**src/hw/tmc_defines.vh**
```
`ifndef TMC_DEFINES_VH
`define TMC_DEFINES_VH

// Register offsets on the plain register port
`define TMC_ADDR_FLAG 8'h0c
`define TMC_ADDR_CNT_LO 8'h0e
`define TMC_ADDR_CNT_HI 8'h0f
`define TMC_ADDR_CTRL 8'h10
`define TMC_ADDR_ENABLE 8'h8c

// Control register layout
`define TMC_CTRL_RESET 8'h00
`define TMC_CTRL_MASK 8'h3f
`define TMC_BIT_RUN 0
`define TMC_BIT_CS 1
`define TMC_BIT_NOSYNC 2
`define TMC_BIT_OSCEN 3
`define TMC_PS_LO 4
`define TMC_PS_HI 5

// Prescale codes
`define TMC_PS_DIV1 2'h0
`define TMC_PS_DIV2 2'h1
`define TMC_PS_DIV4 2'h2
`define TMC_PS_DIV8 2'h3

// Flag and enable bits
`define TMC_BIT_OVF 0
`define TMC_BIT_OVF_EN 0

// Values
`define TMC_BYTE_ZERO 8'h00
`define TMC_COUNT_RESET 16'h0000
`define TMC_COUNT_MAX 16'hffff
`define TMC_COUNT_ONE 16'h0001
`define TMC_PRE_ZERO 3'h0
`define TMC_PRE_ONE 3'h1
`define TMC_DIR_INPUT 2'h3
`define TMC_DIR_RESET 2'h3
`define TMC_SYNC_RESET 2'h0

// Instruction cycle phases, one per oscillator period
`define TMC_Q1 2'h0
`define TMC_Q2 2'h1
`define TMC_Q3 2'h2
`define TMC_Q4 2'h3
`define TMC_Q_STEP 2'h1

// Pin index inside the input synchronisers
`define TMC_PIN_EXT 0
`define TMC_PIN_OSC 1
`define TMC_NUM_PINS 2

`endif

```
**src/hw/tmc_timer.v**
```verilog
`timescale 1ns/1ps
`default_nettype none

`include "tmc_defines.vh"

// Overview of operation
// - 16-bit count in two bytes, wraps upward
// - Wrap from all ones sets latched overflow flag
// - Interrupt passes only while enable bit set
// - Source select picks pin edges or Fosc/4
// - Run control starts and stops counting
// - Prescale field divides by 1, 2, 4, 8
// - Oscillator enable runs or shuts off oscillator
// - Sync bit used only with external clock
// - Counter uses oscillator pin when oscillator on and external clock selected
// - Oscillator on forces both pins to inputs
// - Synchroniser sits after ripple prescaler
// - Sleep holds synced count, prescaler still runs
// - Synchroniser samples on phases two and four
// - Synced count updates after sampler sees edge
// - Unsynced mode counts in sleep, may wake
// - Unsynced count is no capture/compare time base
// - Internal reset input from compare clears count
// - Control bits seven and six read zero
// - Write to either count byte clears prescaler
// - Trigger reset sets no flag; write wins
// - Power-on reset clears control to zero
module tmc_timer (
    // Clock and reset
    input wire sys_clk,
    input wire rst_n,
    // Register port
    input wire [7:0] reg_addr,
    input wire [7:0] reg_wdata,
    input wire reg_wr,
    input wire reg_rd,
    output reg [7:0] reg_rdata,
    // Timer pins
    input wire ext_clock_pin,
    input wire osc_input_pin,
    input wire [1:0] port_direction,
    output reg [1:0] pin_dir_eff,
    output reg osc_amp_enable,
    // Processor and capture/compare side
    input wire sleep_mode,
    input wire ccp_reset_trigger,
    output reg overflow_irq,
    output reg [15:0] time_base,
    output reg time_base_valid
);

    // Software-visible state
    reg [7:0] timer_control;
    reg [7:0] count_low_byte;
    reg [7:0] count_high_byte;
    reg overflow_flag;
    reg overflow_irq_enable;

    // Instruction cycle phase counter
    reg [1:0] q_phase;

    // Pin synchronisers and glitch filter
    wire [`TMC_NUM_PINS-1:0] pin_in;
    reg [`TMC_NUM_PINS-1:0] pin_s1;
    reg [`TMC_NUM_PINS-1:0] pin_s2;
    reg [`TMC_NUM_PINS-1:0] pin_s3;
    reg [`TMC_NUM_PINS-1:0] pin_level;

    // Prescaler and count path
    reg src_level_d;
    reg [2:0] pre_cnt;
    reg pre_out;
    reg pre_out_d;
    reg pre_sample;
    reg [7:0] next_rdata;

    // Control fields
    wire run_control;
    wire clock_source_select;
    wire sync_disable;
    wire osc_enable;
    wire [1:0] prescale_select;

    // Decoded events
    wire [15:0] count;
    wire src_level;
    wire src_rise;
    wire async_mode;
    wire sample_now;
    wire sync_rise;
    wire async_rise;
    wire count_inc;
    wire wr_cnt_lo;
    wire wr_cnt_hi;
    wire wr_count;
    wire wr_flag;
    wire wr_enable;
    wire wr_ctrl;
    wire ovf_set;

    assign run_control = timer_control[`TMC_BIT_RUN];
    assign clock_source_select = timer_control[`TMC_BIT_CS];
    assign sync_disable = timer_control[`TMC_BIT_NOSYNC];
    assign osc_enable = timer_control[`TMC_BIT_OSCEN];
    assign prescale_select = timer_control[`TMC_PS_HI:`TMC_PS_LO];

    assign count = {count_high_byte, count_low_byte};

    assign wr_cnt_lo = reg_wr && (reg_addr == `TMC_ADDR_CNT_LO);
    assign wr_cnt_hi = reg_wr && (reg_addr == `TMC_ADDR_CNT_HI);
    assign wr_count = wr_cnt_lo || wr_cnt_hi;
    assign wr_flag = reg_wr && (reg_addr == `TMC_ADDR_FLAG);
    assign wr_enable = reg_wr && (reg_addr == `TMC_ADDR_ENABLE);
    assign wr_ctrl = reg_wr && (reg_addr == `TMC_ADDR_CTRL);

    // Oscillator runs at sys_clk; the instruction clock is a quarter of
    // it. The phase counter freezes in sleep, which stops timer mode;
    // the sampler is held off in sleep by its own sleep gate.
    always @(posedge sys_clk or negedge rst_n) begin
        if (!rst_n) begin
            q_phase <= `TMC_Q1;
        end else if (!sleep_mode) begin
            q_phase <= q_phase + `TMC_Q_STEP;
        end
    end

    // Both timer pins pass three flops; a level is accepted only when
    // the second and third agree, so a single-cycle glitch is dropped.
    assign pin_in[`TMC_PIN_EXT] = ext_clock_pin;
    assign pin_in[`TMC_PIN_OSC] = osc_input_pin;

    genvar gi;
    generate
        for (gi = 0; gi < `TMC_NUM_PINS; gi = gi + 1) begin : g_pin
            always @(posedge sys_clk or negedge rst_n) begin
                if (!rst_n) begin
                    pin_s1[gi] <= 1'b0;
                    pin_s2[gi] <= 1'b0;
                    pin_s3[gi] <= 1'b0;
                    pin_level[gi] <= 1'b0;
                end else begin
                    pin_s1[gi] <= pin_in[gi];
                    pin_s2[gi] <= pin_s1[gi];
                    pin_s3[gi] <= pin_s2[gi];
                    if (pin_s2[gi] == pin_s3[gi]) begin
                        pin_level[gi] <= pin_s3[gi];
                    end
                end
            end
        end
    endgenerate

    // Counter source: oscillator pin while the oscillator is on, else
    // the dedicated clock pin; timer mode uses the instruction clock.
    assign src_level = clock_source_select ?
        (osc_enable ? pin_level[`TMC_PIN_OSC]
                    : pin_level[`TMC_PIN_EXT]) :
        q_phase[1];
    assign src_rise = src_level && !src_level_d;

    // Ripple-style prescaler, clocked by input rising edges. It keeps
    // running in sleep on external edges, and any count write clears it.
    always @(posedge sys_clk or negedge rst_n) begin
        if (!rst_n) begin
            src_level_d <= 1'b0;
            pre_cnt <= `TMC_PRE_ZERO;
        end else begin
            src_level_d <= src_level;
            if (wr_count) begin
                pre_cnt <= `TMC_PRE_ZERO;
            end else if (src_rise) begin
                pre_cnt <= pre_cnt + `TMC_PRE_ONE;
            end
        end
    end

    // Prescaler output: the source itself at 1:1, else the symmetric counter bit for the chosen ratio
    always @* begin
        case (prescale_select)
            `TMC_PS_DIV1: pre_out = src_level;
            `TMC_PS_DIV2: pre_out = pre_cnt[0];
            `TMC_PS_DIV4: pre_out = pre_cnt[1];
            `TMC_PS_DIV8: pre_out = pre_cnt[2];
            default: pre_out = src_level;
        endcase
    end

    // The sync bit matters only with the external clock selected
    assign async_mode = clock_source_select && sync_disable;

    // Sampler after the prescaler, on phases two and four only, and off
    // in sleep; the count moves only once a sample sees the rise.
    assign sample_now = !sleep_mode &&
        ((q_phase == `TMC_Q2) || (q_phase == `TMC_Q4));
    assign sync_rise = sample_now && pre_out && !pre_sample;

    always @(posedge sys_clk or negedge rst_n) begin
        if (!rst_n) begin
            pre_sample <= 1'b0;
            pre_out_d <= 1'b0;
        end else begin
            pre_out_d <= pre_out;
            if (wr_count) begin
                pre_sample <= 1'b0;
            end else if (sample_now) begin
                pre_sample <= pre_out;
            end
        end
    end

    // Unsynchronised mode ignores phases and sleep alike
    assign async_rise = pre_out && !pre_out_d;

    assign count_inc = run_control &&
        (async_mode ? async_rise : sync_rise);

    // Wrap sets the flag; a trigger clear or a count write never does
    assign ovf_set = count_inc && (count == `TMC_COUNT_MAX) &&
        !wr_count && !ccp_reset_trigger;

    // Count bytes. A software write beats the compare trigger, which
    // beats an increment. Power-on reset and the trigger both zero the count; the
    // trigger is honoured in async mode too, where it may race edges.
    always @(posedge sys_clk or negedge rst_n) begin
        if (!rst_n) begin
            count_low_byte <= `TMC_BYTE_ZERO;
            count_high_byte <= `TMC_BYTE_ZERO;
        end else if (wr_count) begin
            if (wr_cnt_lo) begin
                count_low_byte <= reg_wdata;
            end
            if (wr_cnt_hi) begin
                count_high_byte <= reg_wdata;
            end
        end else if (ccp_reset_trigger) begin
            count_low_byte <= `TMC_BYTE_ZERO;
            count_high_byte <= `TMC_BYTE_ZERO;
        end else if (count_inc) begin
            {count_high_byte, count_low_byte} <=
                count + `TMC_COUNT_ONE;
        end
    end

    // Control register is cleared only by power-on or brown-out reset
    always @(posedge sys_clk or negedge rst_n) begin
        if (!rst_n) begin
            timer_control <= `TMC_CTRL_RESET;
        end else if (wr_ctrl) begin
            timer_control <= reg_wdata & `TMC_CTRL_MASK;
        end
    end

    // Overflow flag: hardware set wins over a software clear
    always @(posedge sys_clk or negedge rst_n) begin
        if (!rst_n) begin
            overflow_flag <= 1'b0;
        end else if (ovf_set) begin
            overflow_flag <= 1'b1;
        end else if (wr_flag) begin
            overflow_flag <= reg_wdata[`TMC_BIT_OVF];
        end
    end

    always @(posedge sys_clk or negedge rst_n) begin
        if (!rst_n) begin
            overflow_irq_enable <= 1'b0;
        end else if (wr_enable) begin
            overflow_irq_enable <= reg_wdata[`TMC_BIT_OVF_EN];
        end
    end

    // Read multiplexer; unmapped addresses read zero
    always @* begin
        next_rdata = `TMC_BYTE_ZERO;
        case (reg_addr)
            `TMC_ADDR_CNT_LO: next_rdata = count_low_byte;
            `TMC_ADDR_CNT_HI: next_rdata = count_high_byte;
            `TMC_ADDR_CTRL: next_rdata = timer_control & `TMC_CTRL_MASK;
            `TMC_ADDR_FLAG: next_rdata[`TMC_BIT_OVF] = overflow_flag;
            `TMC_ADDR_ENABLE:
                next_rdata[`TMC_BIT_OVF_EN] = overflow_irq_enable;
            default: next_rdata = `TMC_BYTE_ZERO;
        endcase
    end

    // Read data stand for exactly the cycle after the strobe
    always @(posedge sys_clk or negedge rst_n) begin
        if (!rst_n) begin
            reg_rdata <= `TMC_BYTE_ZERO;
        end else if (reg_rd) begin
            reg_rdata <= next_rdata;
        end else begin
            reg_rdata <= `TMC_BYTE_ZERO;
        end
    end

    // Registered outputs toward pins, interrupt logic and compare units
    always @(posedge sys_clk or negedge rst_n) begin
        if (!rst_n) begin
            pin_dir_eff <= `TMC_DIR_RESET;
            osc_amp_enable <= 1'b0;
            overflow_irq <= 1'b0;
            time_base <= `TMC_COUNT_RESET;
            time_base_valid <= 1'b0;
        end else begin
            // Oscillator pins become inputs whatever direction is set
            pin_dir_eff <= osc_enable ? `TMC_DIR_INPUT
                                      : port_direction;
            // Amplifier and feedback are off when clear, saving power
            osc_amp_enable <= osc_enable;
            // Stays live in sleep so async overflow can wake the core
            overflow_irq <= overflow_flag &&
                overflow_irq_enable;
            time_base <= count;
            time_base_valid <= !async_mode;
        end
    end

endmodule

`default_nettype wire

```
**config.mk**
```make
export PLATFORM = sky130hd
export DESIGN_NAME = tmc_timer
export DESIGN_NICKNAME = d
export VERILOG_FILES = /design/src/hw/tmc_timer.v
export VERILOG_INCLUDE_DIRS = /design/src /design/src/hw
export SDC_FILE = /design/constraint.sdc
export NUM_CORES = 1
export LEC_CHECK = 0
export BUFFER_PORTS_ARGS = -buffer_cell sky130_fd_sc_hd__buf_2
export CAP_MARGIN = 10
export CORE_UTILIZATION = 23
export DETAILED_ROUTE_END_ITERATION = 7
export GPL_TIMING_DRIVEN = 0
export PLACE_DENSITY = 0.37
export SLEW_MARGIN = 40
export SYNTH_ARGS = -nofsm -noshare
export SYNTH_HDL_FRONTEND = slang
export SYNTH_SLANG_ARGS = --single-unit
```
**constraint.sdc**
```tcl
create_clock -name sys_clk -period 1.8 [get_ports sys_clk]
set_input_delay 0.36 -clock sys_clk [delete_from_list [all_inputs] [get_ports sys_clk]]
set_output_delay 0.36 -clock sys_clk [all_outputs]
set_load 0.05 [all_outputs]
```
==> metrics <==
final cycle utilization of the critical path=104%; highest clock rate=532 MHz; Primary FF master, synth=dfrtp_1; WL/cell=16.5 um; cells after synthesis=271; Req. time, crit path=2020 ps; Leakage=2.00 nW; Root Buffer=clkbuf_16; Maximum Capacitance Violations=0; hold path depth=1; status=finished with violations; setup violators final=9; NetSw=1.09 mW; clock network power share=39.8%; Rows=42; DRT antenna net count=0; VDD IR-drop max=0.477 mV; gpl congestion=0.782; Power Dens Cells=924 nW/um^2; hold crit path type=input pin to register; total core area=13200 um^2; sequential element share of the synthesized area=55.4%; RSZ-0062 raised after global routing=true; Via-to-Cell Ratio=4.64; area fraction of the dominant cell type after synthesis=53.7%; Skew-Pair Late Insertion Delay=330 ps; # diodes=0; Num CTS Buffers=9; Remaining Overflow, GRT=0; Initial Util=23.6%; Yosys cell types=58; sequential power share=43.4%; initial antenna violation count=0; Die H=119 um; RR Endpoint=count_high_byte[0]; clk_skew=9.82 ps; Slew Viols, Final=0; max_slew headroom=59.3%; CTS tree=done; GRT Overall Usage=13.6%; Yosys top cell by area=dfrtp_1; Initial DRT Pass Iterations=4; clk sink count=69; WHS Endpoint=pin_s1[1]; most common cell in the netlist=dfrtp_1; cell area after layout=4460 um^2; Post-synth EDFFs=0; post-synthesis register bit count=69; Critical Path Source Type=register; most frequent cells after synthesis=dfrtp_1 (67), nand2_1 (23), nor2_1 (21); Worst Setup End Kind=register; first-pass GRT wire length=14500 um; clk slew on worst S/H paths=60 ps; Data arrival, critical path=2100 ps; Syn Area/Cell=11.5 um^2; worst setup margin=-78.2 ps; Slew @ Worst Pin=611 ps; Max FO, Critical Path=6; worst r2r src=timer_control[3]; Port Buf Inserts=52; worst-case hold slack=131 ps; Top Ports=55; Pint=3.02 mW; Post-Synthesis Cell Area=3120 um^2; Logic pwr share=16.8%; Warnings, synthesis=0; FILL cells=1374; syn_nets=301; clk buf depth=2; Area contributors post-synth=dfrtp_1 (54%), mux2_2 (4.3%), mux2i_1 (3.2%), nand2_1 (2.8%), nor2_1 (2.5%); Post-DP Area=3670 um^2; sw frac=26.5%; setup TNS=-351 ps; worst reg2reg setup slack=-80 ps; Tmin final=1880 ps; Die Width=119 um; failing checks=negative setup slack; vias in the first global route=2562; post-DP HPWL=6240 um; DRT Wirelength=9050 um; layout cells sized above 1=45.0%; first-iteration detailed-routing DRC count=150; post-route total power=4.12 mW; Hold Crit Start=osc_input_pin; Die ar.=14000 um^2; largest net degree at the start of global routing=55; CTS H-tree depth=3; CP Class=register to register; Final Hold Viols=0; worst reg2reg path depth=7; number of vias in the routed layout=2548; DRC Markers=0; Layout area overhead=42.7%; FFs w/ async S/R, synth=100%; nets=398
-- per-layer routing --
| metal | track usage [%] | vias to the layer above | share of wire (%) |
|---|---|---|---|
| li1 | - | 1212 | - |
| met1 | 19.2 | 1271 | 49 |
| met2 | 20.8 | 56 | 46 |
| met3 | 2.65 | 9 | 3.3 |
| met4 | 4.75 | 0 | 1.4 |
| met5 | 0 | - | 0 |
-- sequential cells by signal, summed over array words and instances, names as in the netlist --
name / flops
time_base: 16
count_high_byte: 8
count_low_byte: 8
reg_rdata: 8
timer_control: 6
pre_cnt: 3
pin_dir_eff: 2
pin_level: 2
pin_s1: 2
pin_s2: 2
pin_s3: 2
q_phase: 2
osc_amp_enable: 1
overflow_flag: 1
overflow_irq: 1
overflow_irq_enable: 1
pre_out_d: 1
pre_sample: 1
src_level_d: 1
time_base_valid: 1
-- cells by family (layout without fill, tap and decap cells) --
group / after synthesis / after routing / synth area share (%)
compound gates: 64 / 64 / 15.9
xor+xnor: 6 / 6 / 1.68
simple gates: 89 / 89 / 15.3
buf+inv: 15 / 117 / 1.96
mux: 22 / 22 / 7.53
fa+ha+maj: 6 / 6 / 2.24
flops: 69 / 69 / 55.4
-- per-stage QoR --
step                utilization, %  setup slack, ps  instances
global placement              27.4             -623        499
floorplan                        -            -37.7        271
CTS                           31.7             -121        532
detailed placement            27.7             -571        500
finish                        33.6            -78.2        549
global route                  33.6             -155        549
-- critical path: stages (launching register included) --
cell and delay, ps:
dfrtp_2 430, mux2i_4 200, a2111oi_4 290, buf_4 200, o21a_4 190, buf_6 110, a31oi_1 70, a221o_1 280
-- layout make-up --
| class | count | area, um^2 | area share [%] |
|---|---|---|---|
| Multi-Input combinational cell | 187 | 1560 | 35.0 |
| Tap cell | 176 | 220 | 4.94 |
| Timing Repair Buffer | 86 | 567 | 12.7 |
| Inverter | 8 | 30.0 | 0.674 |
| Clock buffer | 14 | 264 | 5.93 |
| Clock inverter | 2 | 10.0 | 0.225 |
| Sequential cell | 69 | 1740 | 39.1 |
| Buffer | 7 | 61.3 | 1.38 |
-- cells in the final DEF, fill, tap and decap left out, types with 3 or more instances in the layout --
| cell type | n |
|---|---|
| a211oi_2 | 3 |
| a21oi_1 | 3 |
| a221o_1 | 3 |
| a22oi_1 | 5 |
| and3_1 | 4 |
| buf_2 | 51 |
| buf_4 | 27 |
| buf_6 | 8 |
| clkbuf_1 | 5 |
| clkbuf_16 | 10 |
| dfrtp_1 | 57 |
| dfrtp_2 | 10 |
| inv_1 | 7 |
| mux2_2 | 12 |
| mux2i_1 | 8 |
| nand2_1 | 22 |
| nand3_1 | 5 |
| nand4_1 | 4 |
| nor2_1 | 18 |
| nor2b_1 | 7 |
| nor3_1 | 4 |
| o211ai_1 | 3 |
| o21ai_0 | 7 |
| o21ai_1 | 4 |
| o22ai_1 | 4 |
| o311ai_2 | 3 |
| o31a_1 | 4 |
| or2_2 | 3 |
| xnor2_1 | 3 |
| xor2_1 | 3 |
-- power by group through the flow --
stage / Combinational, mW / Clock [mW] / Sequential [mW]
floorplan: 0.328 / 0 / 1.80
global placement: 0.495 / 0 / 1.80
detailed placement: 0.517 / 0 / 1.80
CTS: 0.637 / 1.70 / 1.78
global route: 0.779 / 1.75 / 1.80
finish: 0.692 / 1.64 / 1.79
-- how the worst max path moves through the flow --
stage / start / endpoint / cells after the start
2_1_floorplan: q_phase[0] / count_low_byte[1] / 7
3_3_place_gp: count_low_byte[1] / count_high_byte[6] / 6
3_5_place_dp: count_low_byte[1] / count_high_byte[6] / 6
4_1_cts: timer_control[3] / count_low_byte[2] / 5
5_1_grt: timer_control[3] / count_high_byte[0] / 7
6_report: timer_control[3] / count_high_byte[0] / 7
-- repair_timing --
item,4_1_cts,5_1_grt
hold buffers,1,0
gates resized for setup,33,31
setup buffers,14,17
setup endpoints to repair,16,24
pin swaps,14,15
endpoints found under the hold margin,15,0
gates cloned,1,0
(Power assumes the default switching activity.)
